===== config.mk =====
export PLATFORM = sky130hd
export DESIGN_NAME = memory_scan_unit
export DESIGN_NICKNAME = d
export VERILOG_FILES = /design/src/scan_pkg.sv /design/src/memory_scan_unit.sv /design/src/crc16_word.sv
export SDC_FILE = /design/constraint.sdc
export NUM_CORES = 1
export LEC_CHECK = 0
export BUFFER_PORTS_ARGS = -buffer_cell sky130_fd_sc_hd__buf_4
export CELL_PAD_IN_SITES_DETAIL_PLACEMENT = 0
export CELL_PAD_IN_SITES_GLOBAL_PLACEMENT = 2
export CORE_MARGIN = 3
export CORE_UTILIZATION = 27
export DETAILED_ROUTE_END_ITERATION = 6
export PLACE_DENSITY = 0.92
export SKIP_LAST_GASP = 1
export SYNTH_ARGS = -nofsm -noshare
export SYNTH_HDL_FRONTEND = slang
export SYNTH_HIERARCHICAL = 1
export SYNTH_SLANG_ARGS = --single-unit

===== constraint.sdc =====
create_clock -name clk -period 5.2 [get_ports clk]
set_input_delay 0.52 -clock clk [delete_from_list [all_inputs] [get_ports clk]]
set_output_delay 0.52 -clock clk [all_outputs]
set_load 0.005 [all_outputs]

===== src/scan_pkg.sv =====
// Package with register map, field positions and timing of the memory scan unit.
package scan_pkg;
	// ************************************************************
	// Register map
	// ************************************************************
	localparam logic [1:0] REG_CONTROL_IDX  = 2'h0;
	localparam logic [1:0] REG_SRCMODE_IDX  = 2'h1;
	localparam logic [1:0] REG_STATUS_IDX   = 2'h2;
	localparam logic [1:0] REG_DEBUG_IDX    = 2'h3;
	localparam logic [7:0] CONTROL_RST      = 8'h00;
	localparam logic [7:0] SRCMODE_RST      = 8'h00;
	localparam logic [7:0] STATUS_RST       = 8'h02;
	// Field positions.
	localparam int CTL_ENABLE_BIT = 0;
	localparam int CTL_IRQEN_BIT  = 1;
	localparam int CTL_SRST_BIT   = 7;
	localparam int ST_BUSY_BIT    = 0;
	localparam int ST_PASS_BIT    = 1;
	localparam int SRC_LSB        = 0;
	localparam int MODE_LSB       = 4;
	localparam logic [7:0] SRCMODE_MASK = 8'h33;
	// Region and mode codes.
	localparam logic [1:0] REGION_FLASH    = 2'h0;
	localparam logic [1:0] REGION_BOOT_APP = 2'h1;
	localparam logic [1:0] REGION_BOOT     = 2'h2;
	localparam logic [1:0] MODE_PRIORITY   = 2'h0;
	// ************************************************************
	// Checksum and timing
	// ************************************************************
	localparam logic [15:0] CRC_POLY = 16'h1021;
	localparam logic [15:0] CRC_INIT = 16'hFFFF;
	localparam int START_DELAY_CYC = 3;
	localparam int FETCH_CYC       = 3;
	// Debugger event codes on the debug port.
	typedef struct packed {
		logic mem_access;
		logic int_access;
		logic disconnect;
		logic status_read;
	} debug_evt_s;
	typedef enum logic [1:0] {
		ST_IDLE,
		ST_WAIT,
		ST_FETCH,
		ST_CHECK
	} scan_state_e;
endpackage


===== src/memory_scan_unit.sv =====
// Memory scan unit: register file, debugger handling and checksum scanner.
//
// Decided for this implementation: the Avalon-MM slave port.
`timescale 1ns/1ps
module memory_scan_unit #(
	parameter int ADDR_W = 16
) (
	input  wire logic              clk,
	input  wire logic              srst,
	// Avalon-MM slave, word index address.
	input  wire logic [1:0]        avs_address,
	input  wire logic              avs_read,
	input  wire logic              avs_write,
	input  wire logic [31:0]       avs_writedata,
	input  wire logic [3:0]        avs_byteenable,
	output logic      [31:0]       avs_readdata,
	output logic                   avs_waitrequest,
	// Debugger side, same clock domain.
	input  wire scan_pkg::debug_evt_s dbg_evt,
	input  wire logic              dbg_status_we,
	input  wire logic [1:0]        dbg_status_wdata,
	output logic      [1:0]        dbg_status_copy,
	// Startup scan request and section limits in bytes.
	input  wire logic              startup_scan,
	input  wire logic [1:0]        startup_region,
	input  wire logic [ADDR_W-1:0] flash_end,
	input  wire logic [ADDR_W-1:0] boot_end,
	input  wire logic [ADDR_W-1:0] app_end,
	// Flash word fetch port.
	output logic      [ADDR_W-1:0] flash_addr,
	output logic                   flash_rd,
	input  wire logic [15:0]       flash_rdata,
	output logic                   cpu_stall,
	output logic                   failure_irq
);
	import scan_pkg::*;

	// ************************************************************
	// State
	// ************************************************************
	logic              enable_r;
	logic              irq_en_r;
	logic [7:0]        srcmode_r;
	logic              busy_r;
	logic              pass_r;
	logic              pass_force_r;
	logic              irq_r;
	logic              held_r;
	logic              pending_r;
	logic              srst_strobe_r;
	logic              startup_done_r;
	scan_state_e       state_r;
	logic [1:0]        cnt_r;
	logic [ADDR_W-1:0] addr_r;
	logic [15:0]       crc_r;
	logic [15:0]       crc_nxt;
	logic              rd_ack_r;
	logic [ADDR_W-1:0] end_addr;
	logic              wr;
	logic              rd;
	logic              start_req;
	logic              release_evt;
	logic              fail_evt;
	logic              pass_evt;
	logic              last_word;
	logic [7:0]        wdata;

	// Reads take one wait state, so the registered data already stands
	// when the master takes it; writes are taken at once.
	always_ff @(posedge clk) begin
		if (srst) begin
			rd_ack_r <= 1'b0;
		end else begin
			rd_ack_r <= rd && !rd_ack_r;
		end
	end
	assign avs_waitrequest = rd && !rd_ack_r;
	assign wr    = avs_write & avs_byteenable[0] & ~irq_r;
	assign rd    = avs_read;
	assign wdata = avs_writedata[7:0];

	// Internal access, disconnect or a status read lets the unit run again.
	assign release_evt = dbg_evt.int_access | dbg_evt.disconnect
		| dbg_evt.status_read;

	// ************************************************************
	// Self-reset strobe
	// ************************************************************
	// Strobe is delayed one cycle so the clear lands after the write.
	always_ff @(posedge clk) begin
		if (srst) begin
			srst_strobe_r <= 1'b0;
		end else begin
			srst_strobe_r <= wr && avs_address == REG_CONTROL_IDX
				&& wdata[CTL_SRST_BIT]
				&& (!irq_en_r || !busy_r);
		end
	end

	// ************************************************************
	// Control register
	// ************************************************************
	// The CPU and the debugger share this write path.
	assign start_req = wr && avs_address == REG_CONTROL_IDX
		&& wdata[CTL_ENABLE_BIT] && !wdata[CTL_SRST_BIT];

	always_ff @(posedge clk) begin
		if (srst) begin
			enable_r       <= CONTROL_RST[CTL_ENABLE_BIT];
			startup_done_r <= 1'b0;
		end else if (srst_strobe_r) begin
			enable_r <= 1'b0;
		end else if (!startup_done_r) begin
			startup_done_r <= 1'b1;
			enable_r       <= startup_scan;
		end else if (start_req) begin
			enable_r <= 1'b1;
		end
	end

	// Only a system reset can clear the irq enable.
	always_ff @(posedge clk) begin
		if (srst) begin
			irq_en_r <= CONTROL_RST[CTL_IRQEN_BIT];
		end else if (wr && avs_address == REG_CONTROL_IDX && !busy_r
				&& wdata[CTL_IRQEN_BIT]) begin
			irq_en_r <= 1'b1;
		end
	end

	// ************************************************************
	// Source and mode register
	// ************************************************************
	// A startup scan leaves the mode field non-zero for software to fix.
	always_ff @(posedge clk) begin
		if (srst) begin
			srcmode_r <= SRCMODE_RST;
		end else if (srst_strobe_r) begin
			srcmode_r <= SRCMODE_RST;
		end else if (!startup_done_r && startup_scan) begin
			srcmode_r <= {2'h0, ~MODE_PRIORITY, 2'h0, startup_region};
		end else if (wr && avs_address == REG_SRCMODE_IDX && !busy_r) begin
			srcmode_r <= wdata & SRCMODE_MASK;
		end
	end

	// Section end by region; reserved code falls back to whole flash.
	always_comb begin
		case (srcmode_r[SRC_LSB +: 2])
			REGION_BOOT_APP: end_addr = app_end;
			REGION_BOOT:     end_addr = boot_end;
			default:         end_addr = flash_end;
		endcase
	end

	// ************************************************************
	// Debugger hold
	// ************************************************************
	// Any debugger memory access holds the scanner.
	always_ff @(posedge clk) begin
		if (srst || srst_strobe_r) begin
			held_r <= 1'b0;
		end else if (dbg_evt.mem_access) begin
			held_r <= 1'b1;
		end else if (release_evt) begin
			held_r <= 1'b0;
		end
	end

	// A pending scan waits for release; busy-zero from debugger drops it.
	always_ff @(posedge clk) begin
		if (srst || srst_strobe_r) begin
			pending_r <= 1'b0;
		end else if (dbg_status_we && !irq_r) begin
			pending_r <= dbg_status_wdata[ST_BUSY_BIT];
		end else if (dbg_evt.mem_access && busy_r) begin
			pending_r <= 1'b1;
		end else if (start_req && (held_r || dbg_evt.mem_access)) begin
			pending_r <= 1'b1;
		end else if (!held_r && state_r == ST_IDLE && pending_r) begin
			pending_r <= 1'b0;
		end
	end

	// ************************************************************
	// Scan engine
	// ************************************************************
	crc16_word u_crc (
		.crc_in  (crc_r),
		.word_in (flash_rdata),
		.crc_out (crc_nxt)
	);

	assign last_word = addr_r >= end_addr - ADDR_W'(2);
	assign flash_addr = addr_r;
	assign flash_rd   = state_r == ST_FETCH && cnt_r == 2'(FETCH_CYC - 1)
		&& !held_r;
	assign cpu_stall  = busy_r && !held_r
		&& srcmode_r[MODE_LSB +: 2] == MODE_PRIORITY;

	// Words come every third cycle; the last word holds the checksum.
	always_ff @(posedge clk) begin
		if (srst || srst_strobe_r || (dbg_status_we && !irq_r)) begin
			state_r <= ST_IDLE;
			cnt_r   <= 2'h0;
			addr_r  <= '0;
			crc_r   <= CRC_INIT;
		end else if (held_r || dbg_evt.mem_access) begin
			state_r <= ST_IDLE;
			cnt_r   <= 2'h0;
		end else begin
			case (state_r)
				ST_IDLE: begin
					if (start_req || pending_r
							|| (!startup_done_r && startup_scan)) begin
						state_r <= ST_WAIT;
						cnt_r   <= 2'h0;
						addr_r  <= '0;
						crc_r   <= CRC_INIT;
					end
				end
				ST_WAIT: begin
					cnt_r <= cnt_r + 2'h1;
					if (cnt_r == 2'(START_DELAY_CYC - 1)) begin
						state_r <= ST_FETCH;
						cnt_r   <= 2'h0;
					end
				end
				ST_FETCH: begin
					cnt_r <= cnt_r + 2'h1;
					if (cnt_r == 2'(FETCH_CYC - 1)) begin
						cnt_r       <= 2'h0;
						crc_r       <= crc_nxt;
						addr_r      <= addr_r + ADDR_W'(2);
						if (last_word) begin
							state_r <= ST_CHECK;
						end
					end
				end
				ST_CHECK: state_r <= ST_IDLE;
				default:  state_r <= ST_IDLE;
			endcase
		end
	end

	// Folding the stored checksum in leaves zero on a match.
	assign pass_evt = state_r == ST_CHECK && crc_r == 16'h0000;
	assign fail_evt = state_r == ST_CHECK && crc_r != 16'h0000;

	// ************************************************************
	// Status register
	// ************************************************************
	// Busy covers the start delay and stays up while held.
	always_ff @(posedge clk) begin
		if (srst || srst_strobe_r) begin
			busy_r <= STATUS_RST[ST_BUSY_BIT];
		end else if (dbg_status_we && !irq_r) begin
			busy_r <= dbg_status_wdata[ST_BUSY_BIT];
		end else if (state_r == ST_CHECK && !held_r) begin
			busy_r <= 1'b0;
		end else if (state_r != ST_IDLE || start_req
				|| (!startup_done_r && startup_scan)) begin
			busy_r <= 1'b1;
		end
	end

	// Pass flag; a hardware failure wins over a debugger write.
	always_ff @(posedge clk) begin
		if (srst || srst_strobe_r) begin
			pass_r       <= STATUS_RST[ST_PASS_BIT];
			pass_force_r <= 1'b0;
		end else if (fail_evt) begin
			pass_r       <= 1'b0;
			pass_force_r <= 1'b0;
		end else if (dbg_status_we && !irq_r) begin
			pass_r       <= dbg_status_wdata[ST_PASS_BIT];
			pass_force_r <= dbg_status_wdata[ST_PASS_BIT];
		end else if (pass_evt) begin
			pass_r <= 1'b1;
		end
	end

	// Failure irq sticks until system reset, never cleared by strobe.
	always_ff @(posedge clk) begin
		if (srst) begin
			irq_r <= 1'b0;
		end else if (irq_en_r && (fail_evt || (dbg_status_we
				&& !dbg_status_wdata[ST_PASS_BIT]))) begin
			irq_r <= 1'b1;
		end
	end
	assign failure_irq = irq_r;

	// Synchronous copy for the debugger.
	always_ff @(posedge clk) begin
		if (srst) begin
			dbg_status_copy <= STATUS_RST[1:0];
		end else begin
			dbg_status_copy <= {pass_r | (pass_force_r & ~busy_r), busy_r};
		end
	end

	// ************************************************************
	// Read path
	// ************************************************************
	// Unused bits and the unmapped index read as zero.
	always_ff @(posedge clk) begin
		if (srst) begin
			avs_readdata <= 32'h0;
		end else if (rd && !rd_ack_r) begin
			case (avs_address)
				REG_CONTROL_IDX: avs_readdata <= {30'h0, irq_en_r, enable_r};
				REG_SRCMODE_IDX: avs_readdata <= {24'h0, srcmode_r};
				REG_STATUS_IDX:  avs_readdata <= {30'h0,
					pass_r | (pass_force_r & ~busy_r), busy_r};
				default:         avs_readdata <= 32'h0;
			endcase
		end
	end
endmodule


===== src/crc16_word.sv =====
// One 16-bit flash word folded into the running CRC, high byte first.
`timescale 1ns/1ps
module crc16_word (
	input  wire logic [15:0] crc_in,
	input  wire logic [15:0] word_in,
	output logic      [15:0] crc_out
);
	import scan_pkg::*;
	// Bitwise shift register, most significant bit of each byte first.
	always_comb begin
		logic [15:0] c;
		c = crc_in;
		for (int i = 15; i >= 0; i--) begin
			if (c[15] ^ word_in[i]) begin
				c = {c[14:0], 1'b0} ^ CRC_POLY;
			end else begin
				c = {c[14:0], 1'b0};
			end
		end
		crc_out = c;
	end
endmodule


# Yosys cells after proc, flatten, opt, wreduce, memory -nomap -nowiden

Cells that the tools add are included.
W data, S select, Z words.

Bits in registers: 85
Bits in latches: 0
RAM bits: 0
Bits in read-only memories: 0
Input bits: 116
Output and inout bits: 54
Logic and storage cells: 186
Memories: 0

$add $sub $neg: 3
Multipliers: 0
Div/mod/pow operators: 0
$lt $le $gt $ge: 1
Equality and inequality tests: 13
Shift operators: 0
Mux-type cells: 48
Bitwise operators: 41
Reduce and logical (&&, ||, !) cells: 62

Operators with widths:

| kind                    | number |
|---|---|
| $mux W13                | 16 |
| $pmux W16 S2            | 3 |
| $mux W16                | 4 |
| $not A3 Y3              | 16 |
| $logic_and A1 B1 Y1     | 25 |
| $pmux W6 S3             | 1 |
| $add A16 B2 Y16 const B | 1 |
| $ge A16 B16 Y1          | 1 |
| $logic_not A16 Y1       | 1 |
| $reduce_bool A16 Y1     | 1 |
| $sub A16 B2 Y16 const B | 1 |
| $xor A1 B1 Y1           | 16 |
| $mux W1                 | 14 |
| $mux W2                 | 6 |
| $mux W6                 | 2 |
| $eq A2 B2 Y1 const B    | 5 |
| $reduce_bool A2 Y1      | 5 |
| $logic_or A1 B1 Y1      | 9 |
| $logic_not A1 Y1        | 8 |
| $pmux W2 S4             | 1 |
| $reduce_and A4 Y1       | 2 |
| $reduce_or A2 Y1        | 4 |
| $eq A2 B1 Y1 const B    | 3 |
| $logic_not A2 Y1        | 3 |
| 10 further kinds        | 20 |

# Longest topological paths before layout

Word-level depth: 34
Mapped depth: 18
Gate-level depth less buffers: 16

# Modules after synthesis

The synthesis kept the hierarchy.

Modules (own cells, without submodules):

| module           | times used | cells each | area each (sq um) | sequential area each (sq um) |
|---|---|---|---|---|
| memory_scan_unit | 1          | 438        | 3,520.9           | 1,121.1 |
| crc16_word       | 1          | 50         | 559.3             | 0.0 |

# Worst setup path before layout

Ideal clock, no wire load.

Path kind: register to register
Start: register srcmode_r[0]
End: register state_r[0]
Setup time: 121 ps
Arrival: 3,623 ps
Required time: 5,079 ps
Setup slack: 1,456 ps
Stages on the path, launching flop included: 18
Path buffers: 2
Clock period less this slack: 3,744 ps
Cells stage by stage: dfxtp_1 -> inv_1 -> ha_1 -> clkbuf_1 -> buf_1 -> a221o_1 -> o21ai_1 -> ha_1 -> and3_1 -> and2_0 -> nand4_1 -> xnor2_1 -> ha_1 -> nand3_1 -> or3_1 -> or3_1 -> a211oi_1 -> nor3_1

Word-level cells in the longest chain between the ends: 6
Elaborated cells between the ends (all ways): 7
Those cells by class: add/sub (1); order compare (1); eq/ne (3); mux (1); reduce/logical (1)

Ends and longest elaborated chain:

| what                                         | line                    | RTL |
|---|---|---|
| from (decl)                                  | memory_scan_unit.sv:43  | `logic [7:0] srcmode_r;` |
| from (signal assigned)                       | memory_scan_unit.sv:141 | `srcmode_r <= {2'h0, ~MODE_PRIORITY, 2'h0, startup_region};` |
| from (signal assigned)                       | memory_scan_unit.sv:143 | `srcmode_r <= wdata & SRCMODE_MASK;` |
| $eq A2 B2 Y1 or $eq A2 B1 Y1 (tied branches) | memory_scan_unit.sv:149 | `case (srcmode_r[SRC_LSB +: 2])` |
| $pmux W16 S2 (*)                             | memory_scan_unit.sv:149 |  |
| $sub A16 B2 Y16 (*)                          | memory_scan_unit.sv:194 | `assign last_word = addr_r >= end_addr - ADDR_W'(2);` |
| $ge A16 B16 Y1 (*)                           | memory_scan_unit.sv:194 |  |
| $ne A2 B2 Y1 (no source line) (*)            | --                      |  |
| $reduce_and A4 Y1 (no source line) (*)       | --                      |  |
| to (signal assigned)                         | memory_scan_unit.sv:204 | `state_r <= ST_IDLE;` |
| to (signal assigned)                         | memory_scan_unit.sv:209 | `state_r <= ST_IDLE;` |
| to (signal assigned)                         | memory_scan_unit.sv:216 | `state_r <= ST_WAIT;` |
| to (decl)                                    | memory_scan_unit.sv:52  | `scan_state_e state_r;` |

Every way passes the cells marked *; elsewhere a longest branch is shown, timed or not.
A chain may end at the register's enable or synchronous reset.

# Worst setup path after layout

Ends and elaborated chain as after synthesis.

==> metrics.txt <==
vias per inst 4.783; 1st-iter DRT viols 161; Total Power 1176 uW; commonest non-fill, non-tap cell in the layout buf_4; CTS Buf Count 5; Worst VDD drop 159.6 uV; Fin Setup TNS 0 ns; Final Hold Fails 0; EDFF count, synth 0; CP Data Arrival Time 4.19 ns; die area 16620 um^2; Skew-Pair Late Insertion Delay 0.30 ns; Synth top area share 0.2748; CTS tree done; ANT nets after route 0; CTS Sinks 56; Root Driver clkbuf_16; minimum clock period 4.019 ns; Syn Area/Cell 8.361 um^2; IO buf count 110; Post-synth ARST share 0; routed wire length 10630 um; Post-route DRC 0; status completed; nets@finish 727; flip-flop and latch area 1121 um^2; fin crit share 0.7729; clk_skew 0.01182 ns; Power Dens Cells 229.9 nW/um^2; Post-Syn Area 4080 um^2; Worst Path Required 5.37 ns; Ports 170; Max Cap Violations 0; layout cells sized above 1 0.2241; Syn Inst Count 488; Worst Max-Slew Pin Slew 1.062 ns; post-CTS resize count 0; core area 14640 um^2; sequential-to-total area share from yosys stat 0.2748; vias in the first global route 3508; clk slew on worst S/H paths 0.08 ns; via count 3697; Final setup viols 0; number of setup buffers added after CTS 0; ranking of synthesized cells by area dfxtp_1 (27%), xnor2_1 (9.7%), ha_1 (7.1%); Main synth FF type dfxtp_1; Yosys reg bits 56; Tot GR Track Use 0.1224; largest net degree at the start of global routing 20; area of the multi-input gates 2724 um^2; gpl congestion 0.8259; Finished Core Util 0.3492; CTS Hold Bufs 0; CP startpoint kind flop; Post-Place Setup Slack 1.198 ns; # rows 44; Area growth syn-to-layout 25.33%; final worst slack 1.181 ns; leading area contributor after synthesis dfxtp_1; Placed Area 4969 um^2; first-pass GRT wire length 16770 um; drt pass-1 iters 4; clk buf depth 2; most frequent cells in the layout buf_4 (112), dfxtp_1 (56), xnor2_1 (45), nand2_1 (45), nor2_1 (45); Die Y 128.9 um; HP Class reg -> reg; crit path kind reg -> reg; diode count 0; DPL Wire Length 8649 um; wire per inst 13.76 um; critical path capture point type flop; width of the die 128.9 um; yosys warns 6; LEAKAGE 0.002210 uW; Max Slew Vio Count 0; unique cell type count in the Yosys netlist 59; initial core utilization 0.2786; overflow left after global routing 0; htree depth 2; initial antenna violation count 0; post-route cell area 5114 um^2; number of fill cells 1529; worst-path fanout max 16; Slew HR 0.2872; RSZ-0062 raised after global routing false; Fmax 248.8 MHz
## synthesized netlist by cell type, drive strengths merged, types with 2 or more instances
cell / number
dfxtp: 56
xnor2: 48
nand2: 45
nor2: 45
buf: 33
o21ai: 29
nand3: 24
ha: 23
xor2: 20
a21oi: 19
clkbuf: 14
inv: 14
a221o: 13
a211oi: 8
nor2b: 8
nor3: 8
mux2i: 7
nand2b: 5
nor3b: 5
nor4: 5
or3: 5
a22oi: 4
and3: 4
or2: 4
xnor3: 4
and2: 3
and3b: 3
and4: 3
nand4: 3
a221oi: 2
a31oi: 2
nand3b: 2
nor4b: 2
o21bai: 2
o32ai: 2
or4b: 2
## report_power, final
group	switching (uW)	total (uW)	internal (uW)
clock	159	339	180
combinational	190	383	193
sequential	11.5	453	442
## sequential cells by signal (all words and copies together), names as in the netlist, 2 cells and up
register         cells
crc_r               16
flash_addr          15
avs_readdata         4
srcmode_r            4
cnt_r                2
dbg_status_copy      2
state_r              2
## per-layer routing
layer / track usage / share of wire / vias up
met3: 0.02117 / 0.044 / 8
met1: 0.1577 / 0.45 / 1748
met2: 0.2134 / 0.49 / 84
li1: - / - / 1857
met5: 0 / 0 / -
met4: 0.02841 / 0.0093 / 0
## critical path: stages, from the launching register on
cell and delay, ns:
dfxtp_1 0.40, inv_1 0.07, ha_1 0.40, a221o_1 0.38
o21ai_1 0.15, ha_1 0.23, and3_1 0.20, and2_0 0.31
nand4_1 0.15, xnor2_1 0.18, ha_1 0.31, nand3_1 0.07
or3_1 0.36, or3_1 0.41, a211oi_1 0.20, nor3_1 0.08
## kinds of logic (layout without fill, tap and decap cells)
kind of cell | Yosys count | count (layout) | share of synthesized area
fa+ha+maj | 23 | 23 | 0.07053
other cells | 1 | 29 | 0.0009191
mux | 7 | 7 | 0.01717
flops | 56 | 56 | 0.2748
simple gates | 177 | 177 | 0.2190
xor+xnor | 73 | 73 | 0.1864
compound gates | 90 | 90 | 0.1478
buf+inv | 61 | 134 | 0.08341
## stage by stage
step	hold WS (ns)	cells
6_report	0.4311	773
5_1_grt	0.4640	773
4_1_cts	0.4304	773
3_5_place_dp	0.4187	765
3_3_place_gp	0.4125	765
2_1_floorplan	0.4043	516
## path summary, 6_finish.rpt
path | from | endpoint | slack, ns | cells past startpoint
setup reg to reg | srcmode_r[0] | state_r[0] | 1.18 | 15
hold reg to reg | srst_strobe_r | startup_done_r | 0.43 | 1
hold / removal | srst_strobe_r | startup_done_r | 0.43 | 1
setup / recovery | srcmode_r[0] | state_r[0] | 1.18 | 15
## area by class of cell
cell class | instances | share of cell area
Timing Repair Buffer | 112 | 0.1644
Inverter | 14 | 0.01028
Clock inverter | 2 | 0.003181
Clock buffer | 6 | 0.02520
Multi-Input combinational cell | 399 | 0.5327
Tap cell | 184 | 0.04502
Sequential cell | 56 | 0.2192
No activity file was read; power rests on OpenSTA's default activity.
